File: src/ref_output_consts.vh
// Address map, field layout and delay figures of the reference-output bank
`ifndef REF_OUTPUT_CONSTS_VH
`define REF_OUTPUT_CONSTS_VH

// Register offsets
`define ADDR_DELAY_SELECT_A0 8'h28
`define ADDR_DELAY_SELECT_A1 8'h29
`define ADDR_DELAY_SELECT_A2 8'h2a
`define ADDR_OUTPUT_FORMAT_A0 8'h2c
`define ADDR_OUTPUT_FORMAT_A1 8'h2d
`define ADDR_OUTPUT_FORMAT_A2 8'h2e
`define ADDR_DELAY_SELECT_B0 8'h38
`define ADDR_DELAY_SELECT_B1 8'h39
`define ADDR_OUTPUT_FORMAT_B0 8'h3c
`define ADDR_OUTPUT_FORMAT_B1 8'h3d
`define ADDR_DELAY_SELECT_C 8'h49
`define ADDR_OUTPUT_FORMAT_C 8'h4d
`define ADDR_DELAY_SELECT_D 8'h58
`define ADDR_OUTPUT_FORMAT_D 8'h5c
`define ADDR_OUTPUT_ENABLES 8'h76

// Enable bit positions in the shared enable register
`define EN_BIT_A0 3'h7
`define EN_BIT_A1 3'h6
`define EN_BIT_A2 3'h5
`define EN_BIT_B0 3'h4
`define EN_BIT_B1 3'h3
`define EN_BIT_C 3'h1
`define EN_BIT_D 3'h0

// Writable bits and reset values
`define DELAY_SELECT_MASK 8'h7f
`define OUTPUT_FORMAT_MASK 8'hbc
`define OUTPUT_ENABLES_MASK 8'hfb
`define DELAY_SELECT_RESET 8'h10
`define OUTPUT_FORMAT_RESET 8'h00
`define OUTPUT_ENABLES_RESET 8'h00

// Field positions of the delay/select register
`define FLD_FINE_LO_HI 6
`define FLD_FINE_LO_LO 5
`define FLD_SOURCE_SELECT 4
`define FLD_COARSE_HI 3
`define FLD_COARSE_LO 1
`define FLD_FINE_HI 0

// Field positions of the format register
`define FLD_POWER_DOWN 7
`define FLD_BIAS_ENABLE 5
`define FLD_FORMAT 4
`define FLD_AMP_HI 3
`define FLD_AMP_LO 2

// Delay figures in picoseconds
`define COARSE_STEP_PS 12'd407
`define FINE_PS_0 12'd0
`define FINE_PS_1 12'd25
`define FINE_PS_2 12'd50
`define FINE_PS_3 12'd75
`define FINE_PS_4 12'd85
`define FINE_PS_5 12'd110
`define FINE_PS_6 12'd135
`define FINE_PS_7 12'd160

`endif

File: src/ref_output_slot.v
// One reference output: its two byte registers, enable bit and steering
`timescale 1ns/1ns
`default_nettype none
`include "ref_output_consts.vh"

module ref_output_slot #(
  parameter [7:0] DELAY_ADDR = 8'h00,
  parameter [7:0] FORMAT_ADDR = 8'h00,
  parameter [2:0] EN_BIT = 3'h0
) (
  // Clock and reset
  input wire i_clk,
  input wire i_reset_n,
  // Register write port
  input wire i_wr,
  input wire [7:0] i_addr,
  input wire [7:0] i_wdata,
  // Signal sources
  input wire i_channel_ref,
  input wire i_central_sysref,
  // Register contents for readback
  output reg [7:0] o_delay_reg,
  output reg [7:0] o_format_reg,
  output reg o_enable,
  // Steered state
  output reg o_reference_output,
  output reg o_active,
  output reg o_source_select,
  output reg [11:0] o_delay_ps,
  output reg o_power_down,
  output reg o_bias_enable,
  output reg o_format,
  output reg [1:0] o_amplitude
);

  wire sel;
  wire pd;
  wire [2:0] coarse;
  wire [2:0] fine;
  reg [11:0] fine_ps;
  wire [11:0] coarse_ps;

  assign sel = o_delay_reg[`FLD_SOURCE_SELECT];
  assign coarse = o_delay_reg[`FLD_COARSE_HI:`FLD_COARSE_LO];
  // Fine code is split: bit 2 sits at D0, bits 1:0 at D6:D5
  assign fine = {o_delay_reg[`FLD_FINE_HI],
                 o_delay_reg[`FLD_FINE_LO_HI:`FLD_FINE_LO_LO]};
  assign pd = o_format_reg[`FLD_POWER_DOWN];
  assign coarse_ps = {9'h000, coarse} * `COARSE_STEP_PS;

  // Fine steps are not uniform above code 3
  always @* begin
    case (fine)
      3'h0: fine_ps = `FINE_PS_0;
      3'h1: fine_ps = `FINE_PS_1;
      3'h2: fine_ps = `FINE_PS_2;
      3'h3: fine_ps = `FINE_PS_3;
      3'h4: fine_ps = `FINE_PS_4;
      3'h5: fine_ps = `FINE_PS_5;
      3'h6: fine_ps = `FINE_PS_6;
      default: fine_ps = `FINE_PS_7;
    endcase
  end

  always @(posedge i_clk or negedge i_reset_n) begin
    if (!i_reset_n) begin
      o_delay_reg <= `DELAY_SELECT_RESET;
      o_format_reg <= `OUTPUT_FORMAT_RESET;
      o_enable <= 1'b0;
    end else begin
      if (i_wr && i_addr == DELAY_ADDR) begin
        o_delay_reg <= i_wdata & `DELAY_SELECT_MASK;
      end
      if (i_wr && i_addr == FORMAT_ADDR) begin
        o_format_reg <= i_wdata & `OUTPUT_FORMAT_MASK;
      end
      if (i_wr && i_addr == `ADDR_OUTPUT_ENABLES) begin
        o_enable <= i_wdata[EN_BIT];
      end
    end
  end

  always @(posedge i_clk or negedge i_reset_n) begin
    if (!i_reset_n) begin
      o_reference_output <= 1'b0;
      o_active <= 1'b0;
      o_source_select <= 1'b1;
      o_delay_ps <= 12'h000;
      o_power_down <= 1'b0;
      o_bias_enable <= 1'b0;
      o_format <= 1'b0;
      o_amplitude <= 2'h0;
    end else begin
      // Powered-down output holds low; enable, format, amplitude masked
      o_reference_output <= !pd && o_enable &&
                            (sel ? i_central_sysref : i_channel_ref);
      o_active <= o_enable && !pd;
      o_source_select <= sel;
      o_delay_ps <= coarse_ps + fine_ps;
      o_power_down <= pd;
      o_bias_enable <= o_format_reg[`FLD_BIAS_ENABLE];
      o_format <= pd ? 1'b0 : o_format_reg[`FLD_FORMAT];
      o_amplitude <= pd ? 2'h0 :
                     o_format_reg[`FLD_AMP_HI:`FLD_AMP_LO];
    end
  end

endmodule // ref_output_slot

`default_nettype wire

File: src/sysref_output_state_regs.v
// Register bank for the seven reference (SYSREF) outputs
`timescale 1ns/1ns
`default_nettype none
`include "ref_output_consts.vh"

module sysref_output_state_regs (
  // Clock and reset
  input wire i_clk,
  input wire i_reset_n,
  // Register port from the serial configuration engine
  input wire i_wr,
  input wire i_rd,
  input wire [7:0] i_addr,
  input wire [7:0] i_wdata,
  output reg [7:0] o_rdata,
  output reg o_rdata_valid,
  // Signal sources, order d,c,b1,b0,a2,a1,a0 from bit 6 to 0
  input wire [6:0] i_channel_ref,
  input wire i_central_sysref,
  // Per-output steered state, same order
  output wire [6:0] o_reference_output,
  output wire [6:0] o_ref_output_active,
  output wire [6:0] o_ref_source_select,
  output wire [83:0] o_ref_delay_ps,
  output wire [6:0] o_ref_output_power_down,
  output wire [6:0] o_ref_output_bias_enable,
  output wire [6:0] o_ref_output_format,
  output wire [13:0] o_ref_output_amplitude
);

  localparam [55:0] DELAY_ADDRS = {
    `ADDR_DELAY_SELECT_D, `ADDR_DELAY_SELECT_C,
    `ADDR_DELAY_SELECT_B1, `ADDR_DELAY_SELECT_B0,
    `ADDR_DELAY_SELECT_A2, `ADDR_DELAY_SELECT_A1,
    `ADDR_DELAY_SELECT_A0};
  localparam [55:0] FORMAT_ADDRS = {
    `ADDR_OUTPUT_FORMAT_D, `ADDR_OUTPUT_FORMAT_C,
    `ADDR_OUTPUT_FORMAT_B1, `ADDR_OUTPUT_FORMAT_B0,
    `ADDR_OUTPUT_FORMAT_A2, `ADDR_OUTPUT_FORMAT_A1,
    `ADDR_OUTPUT_FORMAT_A0};
  localparam [20:0] EN_BITS = {
    `EN_BIT_D, `EN_BIT_C, `EN_BIT_B1, `EN_BIT_B0,
    `EN_BIT_A2, `EN_BIT_A1, `EN_BIT_A0};

  wire [55:0] delay_regs;
  wire [55:0] format_regs;
  wire [6:0] enables;
  reg [7:0] next_rdata;
  reg [7:0] enable_word;
  integer k;

  genvar i;
  generate
    for (i = 0; i < 7; i = i + 1) begin : slot
      ref_output_slot #(
        .DELAY_ADDR(DELAY_ADDRS[i*8 +: 8]),
        .FORMAT_ADDR(FORMAT_ADDRS[i*8 +: 8]),
        .EN_BIT(EN_BITS[i*3 +: 3])
      ) u_slot (
        .i_clk(i_clk),
        .i_reset_n(i_reset_n),
        .i_wr(i_wr),
        .i_addr(i_addr),
        .i_wdata(i_wdata),
        .i_channel_ref(i_channel_ref[i]),
        .i_central_sysref(i_central_sysref),
        .o_delay_reg(delay_regs[i*8 +: 8]),
        .o_format_reg(format_regs[i*8 +: 8]),
        .o_enable(enables[i]),
        .o_reference_output(o_reference_output[i]),
        .o_active(o_ref_output_active[i]),
        .o_source_select(o_ref_source_select[i]),
        .o_delay_ps(o_ref_delay_ps[i*12 +: 12]),
        .o_power_down(o_ref_output_power_down[i]),
        .o_bias_enable(o_ref_output_bias_enable[i]),
        .o_format(o_ref_output_format[i]),
        .o_amplitude(o_ref_output_amplitude[i*2 +: 2])
      );
    end
  endgenerate

  // Readback mux; unmapped addresses and reserved bits read zero
  always @* begin
    enable_word = `OUTPUT_ENABLES_RESET;
    next_rdata = 8'h00;
    for (k = 0; k < 7; k = k + 1) begin
      enable_word[EN_BITS[k*3 +: 3]] = enables[k];
      if (i_addr == DELAY_ADDRS[k*8 +: 8]) begin
        next_rdata = delay_regs[k*8 +: 8];
      end
      if (i_addr == FORMAT_ADDRS[k*8 +: 8]) begin
        next_rdata = format_regs[k*8 +: 8];
      end
    end
    if (i_addr == `ADDR_OUTPUT_ENABLES) begin
      next_rdata = enable_word & `OUTPUT_ENABLES_MASK;
    end
  end

  always @(posedge i_clk or negedge i_reset_n) begin
    if (!i_reset_n) begin
      o_rdata <= 8'h00;
      o_rdata_valid <= 1'b0;
    end else begin
      o_rdata_valid <= i_rd;
      if (i_rd) begin
        o_rdata <= next_rdata;
      end
    end
  end

endmodule // sysref_output_state_regs

`default_nettype wire

File: config.mk
export PLATFORM = sky130hd
export DESIGN_NAME = sysref_output_state_regs
export DESIGN_NICKNAME = d
export VERILOG_FILES = /design/src/ref_output_slot.v /design/src/sysref_output_state_regs.v
export VERILOG_INCLUDE_DIRS = /design/src
export SDC_FILE = /design/constraint.sdc
export NUM_CORES = 1
export LEC_CHECK = 0
export ABC_AREA = 1
export BUFFER_PORTS_ARGS = -buffer_cell sky130_fd_sc_hd__buf_2
export CAP_MARGIN = 40
export CORE_ASPECT_RATIO = 2
export CORE_MARGIN = 1
export CORE_UTILIZATION = 53
export DETAILED_ROUTE_END_ITERATION = 12
export GPL_TIMING_DRIVEN = 0
export PLACE_DENSITY = 0.79
export SYNTH_ARGS = -nofsm -noshare
export SYNTH_HDL_FRONTEND = slang
export SYNTH_SLANG_ARGS = --single-unit
File: constraint.sdc
create_clock -name i_clk -period 3.2 [get_ports i_clk]
set_input_delay 0.16 -clock i_clk [delete_from_list [all_inputs] [get_ports i_clk]]
set_output_delay 0.16 -clock i_clk [all_outputs]
set_load 0.1 [all_outputs]
== After elaboration in Yosys (flattened, before gate mapping) ==
Index checks and enable logic that the tools add are counted.
Widths: inputs -> output; s select.

* Register bits after elaboration: 240
* Input bits: 28
* Output and inout port bits: 149
* Logic and storage cells: 236

* Add/sub/neg operators: 7
* Multiply operators: 7
* Equality and inequality tests: 57
* Muxes and demuxes: 43
* Reduce and logical (&&, ||, !) cells: 43

{| class="wikitable"
|+ Operator list
! cell !! count
|-
| $pmux 8 s7 || 7
|-
| $mux 8 || 14
|-
| $add 12x8->12 || 7
|-
| $mul 3x9->12 const B || 7
|-
| $eq 8x6->1 const B || 10
|-
| $eq 3x3->1 const B || 21
|-
| $eq 3x2->1 const B || 14
|-
| $eq 8x7->1 const B || 5
|-
| $logic_and 1x1->1 || 29
|-
| $eq 3x1->1 const B || 7
|-
| $logic_not 3->1 || 7
|-
| $mux 1 || 14
|-
| $mux 2 || 7
|-
| $logic_not 1->1 || 7
|-
| $mux 7 || 1
|}

== Depth between registers and ports, before layout ==
Gate-level depths: netlist of the first run.

* Depth after elaboration: 16
* Gate-level depth with buffers: 21
* Depth with buffers taken out: 20

== Cells and area by module ==
A second synthesis of the first run with hierarchy kept.

* Cells, all modules: 1,970
* Area total of the unflattened synthesis: 15,753.9 um^2

{| class="wikitable"
|+ Modules (own cells, without submodules)
! module !! times used !! cells an instance !! area each (um^2) !! seq. area each (um^2)
|-
| ref_output_slot (slot[0].u_slot) || 1 || 244 || 2,042.0 || 828.3
|-
| ref_output_slot (slot[1].u_slot) || 1 || 237 || 2,042.0 || 828.3
|-
| ref_output_slot (slot[2].u_slot) || 1 || 241 || 2,042.0 || 828.3
|-
| ref_output_slot (slot[5].u_slot) || 1 || 235 || 2,030.7 || 828.3
|-
| ref_output_slot (slot[6].u_slot) || 1 || 237 || 2,003.2 || 828.3
|-
| ref_output_slot (slot[4].u_slot) || 1 || 235 || 2,001.9 || 828.3
|-
| ref_output_slot (slot[3].u_slot) || 1 || 238 || 1,988.2 || 828.3
|-
| sysref_output_state_regs || 1 || 303 || 1,604.0 || 225.2
|}

== Worst setup path before layout of the first run ==
OpenSTA, ideal clock, no wires.

* Path type: register to register
* From: reg slot[4].u_slot.o_delay_reg[1]
* To: reg slot[4].u_slot.o_delay_ps[11]
* Library setup time: 0.116 ns
* Arrival: 3.000 ns
* Required time: 3.084 ns
* Slack: 0.083 ns
* Cell stages (with the launch flop): 15
* Path buffers: 0
* Period minus slack after synthesis: 3.117 ns
* Cell sequence: dfrtp_1 fa_1 inv_1 fa_1 fa_1 o21ai_0 nand2_1 nand2_1 a21oi_1 o21ai_0 nand2_1 a21oi_1 nand2_1 nand3_1 nand2_1

* Cells in the longest elaborated chain, start to end: 2

{| class="wikitable"
|+ Ends and longest elaborated chain
! element !! RTL line !! source
|-
| from (decl) || ref_output_slot.v:22 || <nowiki>output reg [7:0] o_delay_reg,</nowiki>
|-
| from (signal assigned) || ref_output_slot.v:67 || <nowiki>o_delay_reg <= `DELAY_SELECT_RESET;</nowiki>
|-
| from (signal assigned) || ref_output_slot.v:72 || <nowiki>o_delay_reg <= i_wdata & `DELAY_SELECT_MASK;</nowiki>
|-
| $mul 3x9->12 (no line) || n/a ||
|-
| $add 12x8->12 || ref_output_slot.v:99 || <nowiki>o_delay_ps <= coarse_ps + fine_ps;</nowiki>
|-
| to (signal assigned) || ref_output_slot.v:99 ||
|-
| to (decl) || ref_output_slot.v:29 || <nowiki>output reg [11:0] o_delay_ps,</nowiki>
|}

Every way passes these cells.
A chain may end at the register's enable or synchronous reset.

== Worst setup path after layout of the first run ==
* From: reg slot[5].u_slot.o_delay_reg[3]
* To: reg slot[5].u_slot.o_delay_ps[9]

* Cells in the longest elaborated chain, start to end: 2

{| class="wikitable"
|+ Ends and longest elaborated chain
! element !! RTL line
|-
| from (decl) || ref_output_slot.v:22
|-
| from (signal assigned) || ref_output_slot.v:67
|-
| from (signal assigned) || ref_output_slot.v:72
|-
| $mul 3x9->12 (no line) || n/a
|-
| $add 12x8->12 || ref_output_slot.v:99
|-
| to (signal assigned) || ref_output_slot.v:99
|-
| to (decl) || ref_output_slot.v:29
|}

Every way passes these cells.

==> impl_results.md, run 1 <==
- Fin crit share: 98.04%
- Max-slew violation count: 0
- Least-Margin Pin Slew: 828.4 ps
- GRT Resource Usage Total: 26.16%
- Critical path type: flip-flop to flip-flop
- CP Capture Type: flip-flop
- Vias in the first global route: 10,640
- Post-Syn Area: 0.01326 mm2
- Peak VDD IR: 1.022 mV
- DIE AREA: 0.02569 mm2
- Global route overflow: 0
- Hold Violations, Final: 0
- Port-buffer cells: 176
- Via/cell ratio: 5.219
- Die width: 113.8 um
- Unique masters post-synth: 42
- Clk pin slew, worst setup/hold paths: 70 ps
- Synth warn: 0
- Max transition margin: 44.77%
- Register area: 0.006051 mm2
- Num CTS Buffers: 22
- Pin count of the biggest net entering global routing: 128
- DIE HEIGHT: 225.7 um
- Clock skew: 9.424 ps
- Hold Path Class: primary input to flip-flop
- HPWL after detailed placement: 24,820 um
- Fraction of layout cells with a size suffix above 1: 22.65%
- First-pass GRT wire length: 51,580 um
- Crit path max fanout: 3
- Synth Net Count: 1,613
- Flops & latches, synth: 240
- Fillcell total: 2,030
- Syn avg cell area: 9.358 um2
- Final setup fails: 0
- Layout Nets: 1,858
- Design Power: 9.303 mW
- Initial antenna violation count: 1
- Max reg flops: 84
- Status: finished clean
- Crit path required time: 3610 ps
- 1st-iter DRT viols: 586
- CTS root buf: clkbuf_16
- Routed WL per cell: 16.42 um
- Area growth syn-to-layout: 20.15%
- CTS H-Tree Depth: 1
- Critical Path AT: 3550 ps
- CP startpoint kind: flip-flop
- CTS Sinks: 240
- Ports: 177
- Max Root-Sink Buffers: 3
- RSZ-0062 raised after global routing: yes
- Routability cong.: 0.9194
- Worst-skew pair later-pin latency: 520 ps
- Starting Density: 54.07%
- DRC viols: 0
- CTS tree: built
- Footprint of the multi-input gates: 0.006255 mm2
- Sequential area share after synthesis: 45.42%
- CORE AREA: 0.02453 mm2
- Via count: 10,490
- Ant diodes: 0
- P per Cell Area: 583.9 mW/mm2
- Routed wire length: 33,000 um
- DR pass1 iterations: 5
- Final min period: 3137 ps
- Rows: 81
- Synth Instances: 1,417
- Max Cap Violations: 0
- Setup TNS Final: 0 ps
- P_leak: 9.059 nW
- Highest Clock Rate: 0.3187 GHz
- Antenna Nets Post-Route: 0
## layout by cell type (no fill, tap or decap), drive strengths merged, types with 42 or more instances in the layout
cell | Yosys | layout
a21oi | 53 | 53
nor2 | 77 | 77
dfrtp | 226 | 226
inv | 189 | 190
clkbuf | 19 | 45
ha | 126 | 126
o21ai | 129 | 129
xor2 | 42 | 42
fa | 42 | 42
buf | 45 | 255
nand2 | 327 | 327
## metrics by stage
stage | utilization (%) | std cells | area (um2) | setup WS [ps] | hold WS, ps
finish | 64.96 | 2010 | 15930 | 62.59 | 51.55
global route | 64.96 | 2010 | 15930 | -55.61 | 37.80
CTS | 63.70 | 1988 | 15620 | -20.72 | 43.84
detailed placement | 59.50 | 1926 | 14590 | -239.3 | 283.9
global placement | 59.35 | 1925 | 14560 | -2034 | 297.2
floorplan | - | 1417 | 13260 | 83.19 | -135.6
## worst paths after layout
path	startpoint	endpoint	slack [ps]	depth (start not counted)
setup / recovery	slot[5].u_slot.o_delay_reg[3]	slot[5].u_slot.o_delay_ps[9]	60	11
hold / removal	i_central_sysref	slot[0].u_slot.o_reference_output	50	3
setup reg to reg	slot[5].u_slot.o_delay_reg[3]	slot[5].u_slot.o_delay_ps[9]	60	11
hold reg to reg	slot[4].u_slot.o_delay_reg[4]	slot[4].u_slot.o_source_select	390	0
max in group asynchronous	i_reset_n	slot[4].u_slot.o_delay_reg[2]	1770	3
min in group asynchronous	i_reset_n	slot[2].u_slot.o_delay_ps[6]	280	2
## worst max-delay path, cell delays in order, from the launching register on
cell,delay (ps)
dfrtp_2,430
fa_1,550
inv_1,50
fa_1,480
fa_1,500
o21ai_2,190
nand2_1,60
nand2_1,60
a21oi_1,90
o21ai_1,210
buf_4,150
xor2_1,240
## Yosys cell counts, drive strengths merged
| cell | number | share of area, % |
|---|---|---|
| nor3 | 7 | 0.30 |
| o221ai | 2 | 0.13 |
| o2bb2ai | 2 | 0.13 |
| dfrtp | 226 | 43 |
| o21a | 5 | 0.28 |
| inv | 189 | 5.4 |
| a21oi | 53 | 2.0 |
| dfstp | 14 | 2.8 |
| o21bai | 2 | 0.11 |
| ha | 126 | 12 |
| xor2 | 42 | 2.8 |
| a221oi | 6 | 0.40 |
| nand3b | 3 | 0.20 |
| buf | 45 | 2.6 |
| o211ai | 10 | 0.57 |
| nand2 | 327 | 9.3 |
| clkbuf | 19 | 0.54 |
| o21ai | 129 | 4.9 |
| a2111oi | 1 | 0.066 |
| a211oi | 8 | 0.45 |
| a21o | 5 | 0.28 |
| a22oi | 1 | 0.057 |
| a31oi | 7 | 0.33 |
| nor2 | 77 | 2.5 |
| nand4 | 1 | 0.047 |
| fa | 42 | 6.3 |
| or2 | 6 | 0.28 |
| o22ai | 6 | 0.28 |
| nand3 | 40 | 1.5 |
| xnor2 | 16 | 1.1 |
## final cells by class
| cell class | instances | share of cell area [%] |
|---|---|---|
| repair buffers | 226 | 8.324 |
| well taps | 332 | 2.607 |
| plain buffers | 59 | 2.458 |
| clock buffers | 31 | 3.989 |
| inverters | 189 | 4.453 |
| clock inverters | 9 | 0.9345 |
| flip-flops and latches | 240 | 37.98 |
| multi-input cells | 924 | 39.26 |
## per-layer routing
| layer | wire length, um | GRT usage (%) | vias up |
|---|---|---|---|
| met3 | 1654 | 4.160 | 127 |
| met1 | 11480 | 26.42 | 5011 |
| met4 | 2126 | 17.01 | 2 |
| li1 | - | - | 5004 |
| met5 | 11 | 0 | - |
| met2 | 17730 | 48.84 | 346 |
## logic make-up (layout without fill, tap and decap cells)
| logic type | Yosys count | after routing | synth area share, % |
|---|---|---|---|
| buf+inv | 253 | 514 | 8.445 |
| compound gates | 237 | 237 | 9.964 |
| fa+ha+maj | 168 | 168 | 18.23 |
| xor+xnor | 58 | 58 | 3.831 |
| flops | 240 | 240 | 45.42 |
| simple gates | 461 | 461 | 14.11 |
## report_power, final
part           internal [mW]  switching (mW)  leakage, nW
logic                  0.601            2.38         5.54
registers               3.32           0.150         3.13
clock network           1.71            1.14        0.388
total                   5.64            3.67         9.06
## timing repair
| item | CTS | global route |
|---|---|---|
| hold buffers | 16 | 0 |
| endpoints found under the setup margin | 14 | 19 |
| endpoints found under the hold margin | 121 | 0 |
| pin swaps | 3 | 22 |
| gates resized for setup | 24 | 49 |
| gates cloned | 0 | 0 |
| buffers inserted | 6 | 27 |
Note: power is estimated with default switching activity, not from simulation.
==> run 2: changes to the inputs <==
Settings changed: CELL_PAD_IN_SITES_DETAIL_PLACEMENT set to 1, CELL_PAD_IN_SITES_GLOBAL_PLACEMENT set to 1, CORE_UTILIZATION 53 to 41, PLACE_DENSITY 0.79 to 0.8.
==> run 2 against run 1 <==
Maximum frequency grew 1.2%; highest routed layer unchanged; sequential power barely moved; clock power decreased by 2%; critical path type unchanged.
==> impl_results.md, run 2 (synthesized netlist as in run 1, its figures left out) <==
- Port-buffer cells: 176 (unchanged)
- Fraction of layout cells with a size suffix above 1: 24.11% (was 22.65%)
- Routed WL per cell: 18.86 um (was 16.42 um)
- CTS tree: built (unchanged)
- 1st-iter DRT viols: 329 (was 586)
- Hold Path Class: primary input to flip-flop (unchanged)
- Die width: 129.2 um (was 113.8 um)
- Register area: 0.006053 mm2 (was 0.006051 mm2)
- Switching share of power: 40.94% (was 39.41%)
- Routed wire length: 39,730 um (was 33,000 um)
- DIE HEIGHT: 256.3 um (was 225.7 um)
- CTS root buf: clkbuf_16 (unchanged)
- P per Cell Area: 575.1 mW/mm2 (was 583.9 mW/mm2)
- Clock skew: 13.39 ps (was 9.424 ps)
- CORE AREA: 0.03166 mm2 (was 0.02453 mm2)
- Initial antenna violation count: 1 (unchanged)
- Ports: 177 (unchanged)
- Crit path max fanout: 5 (was 3)
- RSZ-0062 raised after global routing: yes (unchanged)
- Commonest non-fill, non-tap cell in the layout: nand2_1 (unchanged)
- Most frequent cells in the layout: 321 x nand2_1, 202 x dfrtp_1, 176 x buf_2, 174 x inv_1, 121 x ha_1 (was 322 x nand2_1, 204 x dfrtp_1, 179 x inv_1, 176 x buf_2, 124 x ha_1)
- DRC viols: 0 (unchanged)
- Global route overflow: 0 (unchanged)
- Max layer used: met5 (unchanged)
- Final min period: 3101 ps (was 3137 ps)
- HPWL after detailed placement: 29,620 um (was 24,820 um)
- Sequential power share: 37.5% (was 37.3%)
- Pin count of the biggest net entering global routing: 130 (was 128)
- CTS Sinks: 240 (unchanged)
- DR WL met2: 22,820 um (was 17,730 um)
- Area growth syn-to-layout: 21.67% (was 20.15%)
- Rows: 92 (was 81)
- Met3 wire len: 1336 um (was 1654 um)
- Net Switching: 3.800 mW (was 3.666 mW)
- Critical Path AT: 3520 ps (was 3550 ps)
- DR pass1 iterations: 6 (was 5)
- Vias in the first global route: 11,930 (was 10,640)
- Max-slew violation count: 0 (unchanged)
- Crit path required time: 3620 ps (was 3610 ps)
- Status: finished clean (unchanged)
- Starting Density: 41.89% (was 54.07%)
- CTS H-Tree Depth: 1 (unchanged)
- Worst-skew pair later-pin latency: 540 ps (was 520 ps)
- Via count: 10,680 (was 10,490)
- Footprint of the multi-input gates: 0.006332 mm2 (was 0.006255 mm2)
- Ant diodes: 0 (unchanged)
- Fin crit share: 96.92% (was 98.04%)
- Hold Violations, Final: 0 (unchanged)
- Via/cell ratio: 5.069 (was 5.219)
- CP Capture Type: flip-flop (unchanged)
- Antenna Nets Post-Route: 0 (unchanged)
- First-pass GRT wire length: 62,180 um (was 51,580 um)
- GRT Resource Usage Total: 24.67% (was 26.16%)
- Clk pin slew, worst setup/hold paths: 70 ps (about the same)
- Cell Int Power: 5.480 mW (was 5.636 mW)
- Clock Power Share: 30.0% (was 30.7%)
- Num CTS Buffers: 23 (was 22)
- Setup TNS Final: 0 ps (unchanged)
- Combinational Power Share: 32.5% (was 32.0%)
- Least-Margin Pin Slew: 953.1 ps (was 828.4 ps)
- DIE AREA: 0.03311 mm2 (was 0.02569 mm2)
- Max Cap Violations: 0 (unchanged)
- Final Util: 50.97% (was 64.96%)
- Peak VDD IR: 0.6091 mV (was 1.022 mV)
- Critical path type: flip-flop to flip-flop (unchanged)
- Max Root-Sink Buffers: 3 (unchanged)
- Max transition margin: 36.46% (was 44.77%)
- Max reg flops: 84 (unchanged)
- Layout Nets: 1,863 (was 1,858)
- Final setup fails: 0 (unchanged)
- DRT met1 WL: 13,200 um (was 11,480 um)
- Highest Clock Rate: 0.3224 GHz (was 0.3187 GHz)
- P_leak: 9.060 nW (was 9.059 nW)
- Routability cong.: 0.8907 (was 0.9194)
- CP startpoint kind: flip-flop (unchanged)
- Fillcell total: 3,675 (was 2,030)
==> run 2: cell types whose count changed in the layout (fill, tap and decap cells not counted), sizes merged <==
cell,delta
clkinvlp,+3
clkinv,+1
clkbuf,+1
buf,+4
bufinv,-3
==> run 2: final timing paths <==
kind / to / cells after the start / slack [ps] / start
setup / recovery: slot[3].u_slot.o_delay_ps[11] / 15 / 100 / slot[3].u_slot.o_delay_reg[2]
hold / removal: slot[4].u_slot.o_reference_output / 3 / 20 / i_central_sysref
setup reg to reg: slot[3].u_slot.o_delay_ps[11] / 15 / 100 / slot[3].u_slot.o_delay_reg[2]
hold reg to reg: slot[0].u_slot.o_source_select / 0 / 390 / slot[0].u_slot.o_delay_reg[4]
max in group asynchronous: slot[3].u_slot.o_delay_ps[0] / 3 / 1860 / i_reset_n
min in group asynchronous: slot[2].u_slot.o_delay_ps[8] / 2 / 190 / i_reset_n
==> run 2: area by class of cell <==
class | instances | share of cell area, %
Multi-Input combinational cell | 924 | 39.25
Sequential cell | 240 | 37.52
Timing Repair Buffer | 230 | 8.406
Inverter | 189 | 4.413
Clock buffer | 32 | 4.149
Tap cell | 423 | 3.280
Buffer | 59 | 2.427
Clock inverter | 10 | 0.5584
==> run 2: critical path: stages (launching register included) <==
cell and delay, ps:
dfrtp_2 460, fa_1 530, fa_1 470, fa_2 400
nand3_2 80, nand2_1 80, nand2_1 80, nand2_2 60
a21oi_2 190, o21ai_2 80, a21oi_2 140, nor2_1 60
a21oi_1 180, inv_1 70, nand2_1 60, nand2_1 50
==> run 2: metal layers <==
layer  vias to the layer above  track usage (%)
met5                         -                0
met4                         2            14.38
met3                       115            2.754
met2                       250            49.19
met1                      5309            23.08
li1                       5004                -
==> run 2: power groups by stage <==
| stage | registers (mW) | logic [mW] | clock network [mW] |
|---|---|---|---|
| after global placement | 3.53 | 2.87 | 0 |
| after global routing | 3.50 | 3.19 | 2.94 |
| after detailed placement | 3.53 | 2.93 | 0 |
| final | 3.48 | 3.02 | 2.78 |
| after CTS | 3.47 | 3.00 | 2.86 |
| after floorplan | 4.91 | 0.919 | 0 |
==> run 2: timing repair <==
item	CTS	global route
endpoints found under the hold margin	121	0
pin swaps	1	34
setup endpoints to repair	16	19
resized for setup	36	60
hold buffers	16	0
setup buffers	15	22
cloned	0	0
==> run 2: metrics by stage <==
stage          setup slack, ps  hold WS, ps  power [mW]  instance area, um2  instances
2_1_floorplan            83.19       -135.6       5.834               13260       1417
3_3_place_gp             -2174        296.3       6.401               14670       2016
3_5_place_dp            -327.9        248.2       6.466               14710       2017
4_1_cts                  3.390        23.91       9.331               15790       2089
5_1_grt                 -93.51        13.65       9.636               16130       2107
6_report                 98.66        21.01       9.280               16130       2107
